<file path="src/common/tick_timer_pkg.sv">
// Constants, register map and state types of the cascaded tick timer.
// Assumes a 32-bit APB slave with byte addresses and word-aligned registers.
package tick_timer_pkg;

  localparam int COUNT_W = 16;
  localparam int ADDR_W = 8;
  localparam int SYNC_STAGES = 2;

  localparam logic [ADDR_W-1:0] TICK_CTRL_OFS = 8'h00;
  localparam logic [ADDR_W-1:0] TICK_RELOAD_OFS = 8'h04;
  localparam logic [ADDR_W-1:0] TICK_COUNT_OFS = 8'h08;
  localparam logic [ADDR_W-1:0] WAKE_CTRL_OFS = 8'h0c;
  localparam logic [ADDR_W-1:0] WAKE_RELOAD_OFS = 8'h10;
  localparam logic [ADDR_W-1:0] WAKE_COUNT_OFS = 8'h14;
  localparam logic [ADDR_W-1:0] CAL_CTRL_OFS = 8'h18;
  localparam logic [ADDR_W-1:0] CAL_COUNT_OFS = 8'h1c;
  localparam logic [ADDR_W-1:0] CAL_CAPTURE_OFS = 8'h20;
  localparam logic [ADDR_W-1:0] CAL_STATUS_OFS = 8'h24;

  // Counter control register field.
  localparam int ENABLE_BIT = 7;
  // Calibration control register fields.
  localparam int CAL_ENABLE_BIT = 0;
  localparam int CAL_RESTART_BIT = 1;
  localparam int CAL_EDGE_LSB = 2;
  localparam int DEBUG_STOP_BIT = 4;
  // Calibration status register field.
  localparam int CAL_OVF_BIT = 0;

  localparam logic [COUNT_W-1:0] COUNT_RESET = 16'h0000;
  localparam logic [COUNT_W-1:0] COUNT_MAX = 16'hffff;

  typedef enum logic [1:0] {
    EDGE_NONE = 2'h0,
    EDGE_RISING = 2'h1,
    EDGE_FALLING = 2'h2,
    EDGE_BOTH = 2'h3
  } edge_sel_t;

  typedef struct packed {
    logic [COUNT_W-1:0] count;
    logic at_zero;
    logic zero_pulse;
  } down_state_t;

  typedef struct packed {
    logic [SYNC_STAGES-1:0] tick_sync;
    logic [SYNC_STAGES-1:0] cal_sync;
    logic [SYNC_STAGES-1:0] dbg_sync;
    logic tick_prev;
    logic cal_prev;
    logic tick_en;
    logic wake_en;
    logic [COUNT_W-1:0] tick_reload;
    logic [COUNT_W-1:0] wake_reload;
    logic cal_en;
    logic cal_restart;
    edge_sel_t cal_edge_sel;
    logic dbg_stop;
    logic [COUNT_W-1:0] cal_count;
    logic [COUNT_W-1:0] cal_capture;
    logic cal_ovf;
    logic [2:0] cal_hist;
    logic cal_irq;
    logic [31:0] prdata;
    logic pslverr;
  } top_state_t;

endpackage

</file>
<file path="src/common/down_counter_if.sv">
// Connection between the timer top and one reloadable down-counter.
// Assumes both ends run on the same clock.
`timescale 1ns/1ps
interface down_counter_if;
  logic enable;
  logic freeze;
  logic count_event;
  logic [tick_timer_pkg::COUNT_W-1:0] reload;
  logic [tick_timer_pkg::COUNT_W-1:0] count;
  logic at_zero;
  logic zero_pulse;

  modport ctl (output enable, output freeze, output count_event, output reload,
               input count, input at_zero, input zero_pulse);
  modport cnt (input enable, input freeze, input count_event, input reload,
               output count, output at_zero, output zero_pulse);
endinterface

</file>
<file path="src/rtl/cascaded_tick_timer.sv">
// Tick and wake down-counters with a calibration timer, behind an APB slave.
// Assumes the tick clock, calibration clock and debug halt arrive as pins
// slower than clk/4; all three are synchronised here, and the two clocks are edge detected.
//
// The implementer's own choices: the register addresses and the APB slave port.
`timescale 1ns/1ps

// Summary of operation
// Two independent 16-bit reloadable down-counters.
// Tick counter steps on tick clock, raises underflow.
// Wake counter steps on tick underflow events.
// Enable bit set to one starts counter.
// Software writes reload only after enabling.
// Clearing enable stops; counters stopped after reset.
// Enabled, non-zero reload: decrement each tick edge.
// Tick underflow high one tick clock cycle.
// Next tick edge after zero reloads start value.
// Wake counter decrements once per tick underflow.
// Wake counter reloads on next event after zero.
// Calibration timer increments each calibration clock edge.
// At all-ones, set overflow flag, wrap to zero.
// Tick underflow captures count, raises capture interrupt.
// Optional clear and restart after each capture.
// Capture after two equal post-edge samples.
// Tick clock below half calibration clock.
// Debug breakpoint can stop tick and wake counters.
// Capture trigger edge is selectable.
// Disable stops at once, forces count zero.
// Zero reload: no counting, no underflow.
// Overflow flag sticky until software clears it.
module cascaded_tick_timer (
  // Clock and reset.
  input wire logic clk,
  input wire logic rst_b,
  // APB slave.
  input wire logic psel,
  input wire logic penable,
  input wire logic pwrite,
  input wire logic [tick_timer_pkg::ADDR_W-1:0] paddr,
  input wire logic [31:0] pwdata,
  output logic pready,
  output logic [31:0] prdata,
  output logic pslverr,
  // Asynchronous pins.
  input wire logic tick_clock,
  input wire logic calibration_clock,
  input wire logic debug_halt,
  // Event outputs.
  output logic tick_underflow_irq,
  output logic wake_underflow_irq,
  output logic calibration_capture_irq
);

  tick_timer_pkg::top_state_t s;
  tick_timer_pkg::top_state_t next_s;

  down_counter_if tick_if ();
  down_counter_if wake_if ();

  logic tick_edge;
  logic cal_edge;
  logic freeze;
  logic wr;
  logic rd_setup;
  logic old_lvl;
  logic new_lvl;
  logic rise_seen;
  logic fall_seen;
  logic capture;
  logic ovf_set;
  logic ovf_clr;
  logic [31:0] rdata;
  logic rerr;

  // Only the second synchroniser stage feeds the edge detectors.
  assign tick_edge = s.tick_sync[1] & ~s.tick_prev;
  assign cal_edge = s.cal_sync[1] & ~s.cal_prev;
  assign freeze = s.dbg_sync[1] & s.dbg_stop;

  // Zero-wait slave: read data is prepared in the setup cycle.
  assign wr = psel & penable & pwrite;
  assign rd_setup = psel & ~penable;

  assign tick_if.enable = s.tick_en;
  assign tick_if.freeze = freeze;
  assign tick_if.count_event = tick_edge;
  assign tick_if.reload = s.tick_reload;
  assign wake_if.enable = s.wake_en;
  assign wake_if.freeze = freeze;
  assign wake_if.count_event = tick_if.zero_pulse;
  assign wake_if.reload = s.wake_reload;

  down_counter u_tick_counter (
    .clk(clk),
    .rst_b(rst_b),
    .dc(tick_if.cnt)
  );

  down_counter u_wake_counter (
    .clk(clk),
    .rst_b(rst_b),
    .dc(wake_if.cnt)
  );

  // Register read mux; unmapped offsets answer zero with an error.
  always_comb begin
    rdata = 32'h0000_0000;
    rerr = 1'b0;
    unique case (paddr)
      tick_timer_pkg::TICK_CTRL_OFS: rdata[tick_timer_pkg::ENABLE_BIT] = s.tick_en;
      tick_timer_pkg::TICK_RELOAD_OFS: rdata[15:0] = s.tick_reload;
      tick_timer_pkg::TICK_COUNT_OFS: rdata[15:0] = tick_if.count;
      tick_timer_pkg::WAKE_CTRL_OFS: rdata[tick_timer_pkg::ENABLE_BIT] = s.wake_en;
      tick_timer_pkg::WAKE_RELOAD_OFS: rdata[15:0] = s.wake_reload;
      tick_timer_pkg::WAKE_COUNT_OFS: rdata[15:0] = wake_if.count;
      tick_timer_pkg::CAL_CTRL_OFS: begin
        rdata[tick_timer_pkg::CAL_ENABLE_BIT] = s.cal_en;
        rdata[tick_timer_pkg::CAL_RESTART_BIT] = s.cal_restart;
        rdata[tick_timer_pkg::CAL_EDGE_LSB +: 2] = s.cal_edge_sel;
        rdata[tick_timer_pkg::DEBUG_STOP_BIT] = s.dbg_stop;
      end
      tick_timer_pkg::CAL_COUNT_OFS: rdata[15:0] = s.cal_count;
      tick_timer_pkg::CAL_CAPTURE_OFS: rdata[15:0] = s.cal_capture;
      tick_timer_pkg::CAL_STATUS_OFS: rdata[tick_timer_pkg::CAL_OVF_BIT] = s.cal_ovf;
      default: rerr = 1'b1;
    endcase
  end

  // Capture edge detection on samples taken at calibration clock edges.
  always_comb begin
    old_lvl = s.cal_hist[1];
    new_lvl = s.cal_hist[0];
    rise_seen = ~s.cal_hist[2] & s.cal_hist[1] & s.cal_hist[0];
    fall_seen = s.cal_hist[2] & ~s.cal_hist[1] & ~s.cal_hist[0];
    unique case (s.cal_edge_sel)
      tick_timer_pkg::EDGE_RISING: capture = rise_seen;
      tick_timer_pkg::EDGE_FALLING: capture = fall_seen;
      tick_timer_pkg::EDGE_BOTH: capture = rise_seen | fall_seen;
      tick_timer_pkg::EDGE_NONE: capture = 1'b0;
    endcase
  end

  always_comb begin
    next_s = s;
    next_s.tick_sync = {s.tick_sync[0], tick_clock};
    next_s.cal_sync = {s.cal_sync[0], calibration_clock};
    next_s.dbg_sync = {s.dbg_sync[0], debug_halt};
    next_s.tick_prev = s.tick_sync[1];
    next_s.cal_prev = s.cal_sync[1];
    next_s.cal_irq = 1'b0;
    ovf_set = 1'b0;
    ovf_clr = 1'b0;

    // A disabled counter keeps its reload register cleared.
    if (!s.tick_en) begin
      next_s.tick_reload = tick_timer_pkg::COUNT_RESET;
    end
    if (!s.wake_en) begin
      next_s.wake_reload = tick_timer_pkg::COUNT_RESET;
    end

    if (wr) begin
      unique case (paddr)
        tick_timer_pkg::TICK_CTRL_OFS: next_s.tick_en = pwdata[tick_timer_pkg::ENABLE_BIT];
        tick_timer_pkg::WAKE_CTRL_OFS: next_s.wake_en = pwdata[tick_timer_pkg::ENABLE_BIT];
        tick_timer_pkg::TICK_RELOAD_OFS: begin
          if (s.tick_en) begin
            next_s.tick_reload = pwdata[15:0];
          end
        end
        tick_timer_pkg::WAKE_RELOAD_OFS: begin
          if (s.wake_en) begin
            next_s.wake_reload = pwdata[15:0];
          end
        end
        tick_timer_pkg::CAL_CTRL_OFS: begin
          next_s.cal_en = pwdata[tick_timer_pkg::CAL_ENABLE_BIT];
          next_s.cal_restart = pwdata[tick_timer_pkg::CAL_RESTART_BIT];
          next_s.cal_edge_sel = tick_timer_pkg::edge_sel_t'(pwdata[tick_timer_pkg::CAL_EDGE_LSB +: 2]);
          next_s.dbg_stop = pwdata[tick_timer_pkg::DEBUG_STOP_BIT];
        end
        tick_timer_pkg::CAL_STATUS_OFS: ovf_clr = pwdata[tick_timer_pkg::CAL_OVF_BIT];
        default: begin
        end
      endcase
    end

    if (!s.cal_en) begin
      next_s.cal_count = tick_timer_pkg::COUNT_RESET;
      next_s.cal_hist = 3'h0;
    end else if (cal_edge) begin
      // The underflow line is only looked at on calibration clock edges.
      next_s.cal_hist = {s.cal_hist[1:0], tick_underflow_irq};
      if (s.cal_count == tick_timer_pkg::COUNT_MAX) begin
        next_s.cal_count = tick_timer_pkg::COUNT_RESET;
        ovf_set = 1'b1;
      end else begin
        next_s.cal_count = s.cal_count + 16'h0001;
      end
      if (capture) begin
        next_s.cal_capture = s.cal_count;
        next_s.cal_irq = 1'b1;
        if (s.cal_restart) begin
          next_s.cal_count = tick_timer_pkg::COUNT_RESET;
        end
      end
    end

    // A wrap in the same cycle as a clear leaves the flag set.
    next_s.cal_ovf = (s.cal_ovf & ~ovf_clr) | ovf_set;

    if (rd_setup) begin
      next_s.prdata = rdata;
      next_s.pslverr = rerr;
    end
  end

  always_ff @(posedge clk or negedge rst_b) begin
    if (!rst_b) begin
      s <= '0;
    end else begin
      s <= next_s;
    end
  end

  assign pready = 1'b1;
  assign prdata = s.prdata;
  assign pslverr = s.pslverr;
  assign tick_underflow_irq = tick_if.at_zero;
  assign wake_underflow_irq = wake_if.at_zero;
  assign calibration_capture_irq = s.cal_irq;

endmodule // cascaded_tick_timer

</file>
<file path="src/rtl/down_counter.sv">
// One 16-bit reloadable down-counter stepped by count events.
// Assumes count_event is a one-cycle pulse in the clk domain.
`timescale 1ns/1ps
module down_counter (
  // Clock and reset.
  input wire logic clk,
  input wire logic rst_b,
  // Control and status towards the top.
  down_counter_if.cnt dc
);

  tick_timer_pkg::down_state_t s;
  tick_timer_pkg::down_state_t next_s;

  always_comb begin
    next_s = s;
    next_s.zero_pulse = 1'b0;
    if (!dc.enable) begin
      next_s.count = tick_timer_pkg::COUNT_RESET;
      next_s.at_zero = 1'b0;
    end else if (dc.reload == tick_timer_pkg::COUNT_RESET) begin
      next_s.at_zero = 1'b0;
    end else if (dc.count_event && !dc.freeze) begin
      if (s.count == tick_timer_pkg::COUNT_RESET) begin
        next_s.count = dc.reload;
        next_s.at_zero = 1'b0;
      end else begin
        next_s.count = s.count - 16'h0001;
        if (s.count == 16'h0001) begin
          next_s.at_zero = 1'b1;
          next_s.zero_pulse = 1'b1;
        end
      end
    end
  end

  always_ff @(posedge clk or negedge rst_b) begin
    if (!rst_b) begin
      s <= '0;
    end else begin
      s <= next_s;
    end
  end

  assign dc.count = s.count;
  assign dc.at_zero = s.at_zero;
  assign dc.zero_pulse = s.zero_pulse;

endmodule // down_counter

</file>
<file path="config.mk">
export PLATFORM = sky130hd
export DESIGN_NAME = cascaded_tick_timer
export DESIGN_NICKNAME = d
export VERILOG_FILES = /design/src/common/tick_timer_pkg.sv /design/src/common/down_counter_if.sv /design/src/rtl/cascaded_tick_timer.sv /design/src/rtl/down_counter.sv
export SDC_FILE = /design/constraint.sdc
export NUM_CORES = 1
export LEC_CHECK = 0
export ABC_AREA = 1
export BUFFER_PORTS_ARGS = -buffer_cell sky130_fd_sc_hd__buf_2
export CELL_PAD_IN_SITES_DETAIL_PLACEMENT = 1
export CELL_PAD_IN_SITES_GLOBAL_PLACEMENT = 1
export CORE_ASPECT_RATIO = 0.8
export CORE_MARGIN = 2
export CORE_UTILIZATION = 39
export CTS_CLUSTER_DIAMETER = 30
export DETAILED_ROUTE_END_ITERATION = 10
export GPL_ROUTABILITY_DRIVEN = 0
export GPL_TIMING_DRIVEN = 0
export PLACE_DENSITY_LB_ADDON = 0.1
export SLEW_MARGIN = 30
export SYNTH_ARGS = -nofsm -noshare
export SYNTH_HDL_FRONTEND = slang
export SYNTH_SLANG_ARGS = --single-unit
</file>
<file path="constraint.sdc">
create_clock -name clk -period 1.4 [get_ports clk]
set_input_delay 0.21 -clock clk [delete_from_list [all_inputs] [get_ports clk]]
set_output_delay 0.21 -clock clk [all_outputs]
set_load 0.02 [all_outputs]
</file>
Word level (Yosys, flattened, before mapping)
Cells that the tools add are included.
{"block": "totals", "regBits": 136, "out_inout_bits": 37, "elab_cells": 135}
{"block": "classes", "add_sub_neg": 3, "eq_ne": 24, "n_mux": 45, "n_bitwise": 20, "n_reduce_logical": 18}
{"op": "2-to-1 mux 16 bit", "n": 11}
{"op": "2-to-1 mux 17 bit", "n": 4}
{"op": "logical NOT 16 bit", "n": 4}
{"op": "2-to-1 mux 32 bit", "n": 2}
{"op": "one-hot mux 8 bit (6 select lines)", "n": 1}
{"op": "2-to-1 mux 37 bit", "n": 1}
{"op": "2-to-1 mux 18 bit", "n": 2}
{"op": "== test 16 x 1 -> 1 bit (second input constant)", "n": 2}
{"op": "== test 8 x 5 -> 1 bit (second input constant)", "n": 4}
{"op": "subtractor 16 x 1 -> 16 bit (second input constant)", "n": 2}
{"op": "one-hot mux 4 bit (7 select lines)", "n": 1}
{"op": "adder 16 x 1 -> 16 bit (second input constant)", "n": 1}
{"op": "== test 16 bit (second input constant)", "n": 1}
{"op": "== test 8 x 4 -> 1 bit (second input constant)", "n": 2}
{"op": "== test 8 x 6 -> 1 bit (second input constant)", "n": 2}
{"op": "one-hot mux 1 bit (8 select lines)", "n": 2}
{"op": "2-to-1 mux 1 bit", "n": 14}
{"op": "AND reduction 2 bit", "n": 7}
{"op": "one-hot mux 2 bit (6 select lines)", "n": 1}
{"op": "AND 1 bit", "n": 11}
{"op": "OR reduction 10 bit", "n": 1}
{"op": "== test 8 x 3 -> 1 bit (second input constant)", "n": 1}
{"op": "logical NOT 8 bit", "n": 1}
{"op": "!= test 4 x 1 -> 1 bit (second input constant)", "n": 2}
{"op": "other kinds (16)", "n": 30}

Longest topological paths before layout
{"block": "depth", "depth_word": 8, "ltp_mapped": 10, "ltp_nobuf": 9}

Modules after synthesis
From an unflattened synthesis, not the netlist that was laid out.
{"block": "hier_totals", "cells_unflattened": 1238, "area_unflattened_um2": 8697.1}
{"module": "cascaded_tick_timer", "instances": 1, "cells_each": 744, "area_each_um2": 5691.7, "seq_area_each_um2": 2527.4}
{"module": "down_counter", "instances": 2, "cells_each": 247, "area_each_um2": 1502.7, "seq_area_each_um2": 450.4}

Worst setup path after synthesis
OpenSTA, ideal clock, no wires.
{"block": "synth_timing", "path_type": "reg-to-reg", "start": "register s[54] in the netlist's numbering", "end": "register s[62] in the netlist's numbering", "setup_time_ns": 0.122, "t_arrival_ns": 1.387, "t_required_ns": 1.278, "slack_ns": -0.108, "stages_incl_launch_ff": 10, "cell_sequence": "dfrtp_1 > ha_1 > nand3_4 > nor2_4 > nand3_2 > nor2_2 > nand2_1 > nand2_2 > buf_6 > o21ai_2"}
{"block": "synth_between", "elab_chain_len": 6, "elab_cells_between_ends": 7, "classes_between": "1 x add/sub; 1 x eq/ne; 5 x mux"}
{"item": "from (decl)", "line_no": "cascaded_tick_timer.sv:54", "text": "tick_timer_pkg::top_state_t s;"}
{"item": "from (signal assigned)", "line_no": "cascaded_tick_timer.sv:222", "text": "s <= next_s;"}
{"item": "adder 16 x 1 -> 16 bit or == test 16 bit (tied branches)", "line_no": "cascaded_tick_timer.sv:198, cascaded_tick_timer.sv:194"}
{"item": "2-to-1 mux 16 bit *", "line_no": "cascaded_tick_timer.sv:194", "text": "if (s.cal_count == tick_timer_pkg::COUNT_MAX) begin"}
{"item": "2-to-1 mux 16 bit", "line_no": "cascaded_tick_timer.sv:203", "text": "if (s.cal_restart) begin"}
{"item": "2-to-1 mux 32 bit *", "line_no": "cascaded_tick_timer.sv:200", "text": "if (capture) begin"}
{"item": "2-to-1 mux 32 bit *", "line_no": "cascaded_tick_timer.sv:191", "text": "end else if (cal_edge) begin"}
{"item": "2-to-1 mux 16 bit *", "line_no": "cascaded_tick_timer.sv:188", "text": "if (!s.cal_en) begin"}
Mark *: on every way between the ends. The rest lies on a longest branch, timed or not. The select of a mux whose other input is x is not followed.
A chain may end at the register's enable or synchronous reset.

Worst setup path in the final report
{"block": "layout_timing", "start": "register u_tick_counter.s, in the netlist u_tick_counter.dc.count[11]", "end": "register u_tick_counter.s, in the netlist u_tick_counter.dc.at_zero"}
{"block": "layout_between", "elab_chain_len": 5, "elab_cells_between_ends": 8, "classes_between": "2 x eq/ne; 4 x mux; 2 x reduce/logical"}
{"item": "from (decl)", "line_no": "down_counter.sv:12", "text": "tick_timer_pkg::down_state_t s;"}
{"item": "from (signal assigned)", "line_no": "down_counter.sv:41", "text": "s <= next_s;"}
{"item": "logical NOT 16 bit", "line_no": "down_counter.sv:24", "text": "if (s.count == tick_timer_pkg::COUNT_RESET) begin"}
{"item": "2-to-1 mux 17 bit", "line_no": "down_counter.sv:24"}
{"item": "2-to-1 mux 18 bit", "line_no": "down_counter.sv:23", "text": "end else if (dc.count_event && !dc.freeze) begin"}
{"item": "2-to-1 mux 1 bit", "line_no": "down_counter.sv:21", "text": "end else if (dc.reload == tick_timer_pkg::COUNT_RESET) begin"}
{"item": "2-to-1 mux 17 bit", "line_no": "down_counter.sv:18", "text": "if (!dc.enable) begin"}
Parallel ways exist; a longest one is shown, timed or not. The select of a mux whose other input is x is not followed.

==> summary.txt <==
Route
  • Vias per cell: 5.452
  • DR pass1 iterations: 5
  • Routed WL: 36660 um
  • DRT iter0 DRCs: 778
  • Via count: 9235
  • ANT nets after route: 0
  • Per-cell routed wire length: 21.64 um
  • DRC Markers: 0

Global routing
  • Pin count of the biggest net entering global routing: 80
  • Initial antenna violation count: 0
  • First-pass GRT wire length: 53170 um
  • GR Util All Layers: 31.04%
  • Number of global-route vias before repair: 9120
  • Overflow after GRT: 0

Power and ir drop
  • Pleak: 6.182 nW
  • Logic pwr share: 41.3%
  • VDD IR max: 0.0009093 V
  • Clock power share: 30.4%
  • Sw power: 6.221 mW
  • Reg power frac: 28.3%
  • Pwr dens: 1347 mW/mm^2
  • Total power: 16.59 mW
  • Internal cell power: 10.36 mW
  • Switching share of total power: 37.51%

Timing
  • Skew final: 11.38 ps
  • Final worst slack: -296.3 ps
  • FMAX: 589.5 MHz
  • RSZ-0062 raised after global routing: true
  • Hold_ws: 58.66 ps
  • Hold Fails Final Rpt: 0
  • Max Slew Vio Count: 0
  • Final critical-path required period: 1696 ps
  • Worst slew pin tran: 786.2 ps
  • Rel. slew slack: 47.58%
  • Final period utilization: 121.2%
  • Setup TNS: -7312 ps
  • # setup viols final: 49

Critical path
  • Crit. End Element: flip-flop
  • Worst Path Arrival: 2070 ps
  • Crit path required time: 1770 ps
  • FF-to-FF path depth: 9
  • CP Launch Type: flip-flop
  • Crit Path Class: flip-flop to flip-flop
  • Crit path max fanout: 5

Logic synthesis
  • Post-synth cell types: 37
  • Post-Syn Area: 0.008453 mm^2
  • Share of the synthesized area in the top cell type: 40.26%
  • Sequential area share after synthesis: 40.26%
  • Average size of a mapped cell: 7.188 um^2
  • FF+latch count, synth: 136
  • Gate Count Post-Synth: 1176
  • Top post-synthesis cells by area: dfrtp_1 (40%), nand2_1 (15%), nand3_1 (9.6%)
  • Synth warn: 0
  • Yosys top cell by area: dfrtp_1

Floorplanning
  • Core Box Area: 0.02144 mm^2
  • Die width: 168.6 um
  • Rows: 48
  • DIE AREA: 0.02288 mm^2
  • Initial Utilization: 39.43%
  • Die height: 135.7 um
  • IO Count: 85

Clocking
  • CTS Buffer Depth: 2
  • Worst-skew pair later-pin latency: 450 ps
  • Cts bufs inserted: 17
  • CTS tree: built
  • CTS H-tree lvls: 4
  • # clock sinks: 136
  • Root Driver: clkbuf_16
  • CTS clk-pin slew, worst paths: 70 ps

Final layout
  • Footprint of the multi-input gates: 0.005281 mm^2
  • ANT cells: 0
  • Layout cells sized above 1: 43.13%
  • Most common library cell in the layout ignoring fill and taps: nand2_1
  • Layout Nets: 1462
  • Fillers: 2598
  • Commonest non-fill, non-tap cells in the layout: nand2_1 (278), buf_4 (142), nor2_1 (131)
  • Post-Layout Cell Count: 1694
  • Area grow syn2layout: 45.68%
  • Post-route cell area: 0.01231 mm^2
  • Reg area: 0.003452 mm^2

Placed design
  • Placed Cells: 1518
  • # port buffers: 51
  • Dpl hpwl: 22970 um
  • Post-DP Area: 0.009165 mm^2

Outcome
  • Failing checks: negative setup slack
  • Status: finished with violations

Hold path
  • Hold path cells: 3
  • HP Class: primary input to flip-flop

Flow run
  • Max-Cap Viols: 0
==> kinds of logic after synthesis <==
family                   count (synthesis)  synth area share (%)
AND/OR/NAND/NOR                        733                 37.49
buffers and inverters                  177                 10.42
flip-flops                             136                 40.26
AO/OA/AOI/OAI                          107                 9.251
XOR/XNOR                                14                 1.451
adder cells (fa/ha/maj)                  7                 1.036
other                                    2               0.08884
==> metrics by stage <==
step	setup slack [ps]	utilization, %
6_report	-296.3	57.43
5_1_grt	-342.9	57.43
4_1_cts	-187.5	53.64
3_5_place_dp	-527.9	42.75
3_3_place_gp	-2283	42.57
2_1_floorplan	-31.24	-
==> power by group through the flow <==
stage	Combinational, mW	Sequential [mW]	Clock, mW
after global routing	7.23	4.73	5.24
after CTS	5.68	4.65	5.07
after global placement	3.07	4.79	0
final	6.84	4.70	5.04
after floorplan	2.31	4.62	0
after detailed placement	3.19	4.79	0
==> Yosys cell counts <==
library cell and instances:
a21oi_1 13, buf_2 14, nand2_2 5, nor2_1 184
o21ai_2 10, and2_1 1, o21ai_1 1, conb_1 2
inv_1 99, nand4_1 7, nand3_1 162, nand2_4 2
nor3_1 5, a211oi_1 10, nand3b_1 3, nor2_8 1
nand2_1 340, or2_2 2, nand3_2 1, o21ai_0 43
o22ai_1 2, o31ai_1 1, nor2_4 10, clkinv_1 2
dfrtp_1 136, a21oi_2 1, o21a_1 4, nor2_2 8
ha_1 7, nand3_4 2, xnor2_1 2, xor2_1 12
clkbuf_1 7, a211oi_2 22, inv_2 8, buf_4 41
buf_6 6
==> repair_timing <==
action | in CTS | in global routing
endpoints found under the hold margin | 61 | 0
cloned | 8 | 0
pin swaps | 56 | 83
gates resized for setup | 251 | 158
endpoints found under the setup margin | 97 | 89
buffers inserted | 89 | 49
hold buffers | 5 | 0
==> final cells by class <==
type,instances,share of cell area (%)
plain buffers,68,4.481
flip-flops and latches,136,28.03
multi-input cells,878,42.89
clock inverters,13,1.575
inverters,109,3.465
repair buffers,197,13.20
clock buffers,18,3.566
well taps,275,2.794
==> critical path, stage by stage, from the launching register on <==
cell and delay (ps):
dfrtp_2 420, nor2_2 140, nand2_2 90, nor2_4 170
buf_6 140, buf_8 120, nand3b_1 110, nor2_1 150
nand3_1 140, nand2_1 150
==> worst paths after layout <==
path / startpoint / endpoint / slack (ps)
setup / recovery: u_tick_counter.dc.count[11] / u_tick_counter.dc.at_zero / -300
hold / removal: pwdata[10] / wake_if.reload[10] / 60
setup reg to reg: u_tick_counter.dc.count[11] / u_tick_counter.dc.at_zero / -300
hold reg to reg: next_s[114] / next_s[109] / 350
max in group asynchronous: rst_b / wake_if.reload[2] / 300
min in group asynchronous: rst_b / u_wake_counter.dc.count[8] / 260
==> routing by layer <==
layer	vias up	track usage, %	share of wire, %
met3	82	6.836	6.9
li1	4170	-	-
met2	376	49.25	47
met4	0	9.195	2.9
met1	4607	42.66	44
met5	-	0	0
==> registers in the layout, indices dropped and copies added (netlist names) <==
signal	cells
wake_if.reload	16
u_tick_counter.dc.at_zero	1
pslverr	1
wake_if.enable	1
old_lvl	1
u_tick_counter.dc.zero_pulse	1
u_wake_counter.dc.at_zero	1
tick_if.reload	16
prdata	16
s	42
tick_if.enable	1
u_wake_counter.dc.count	16
next_s	5
new_lvl	1
u_tick_counter.dc.count	16
calibration_capture_irq	1
(Power assumes the default switching activity.)
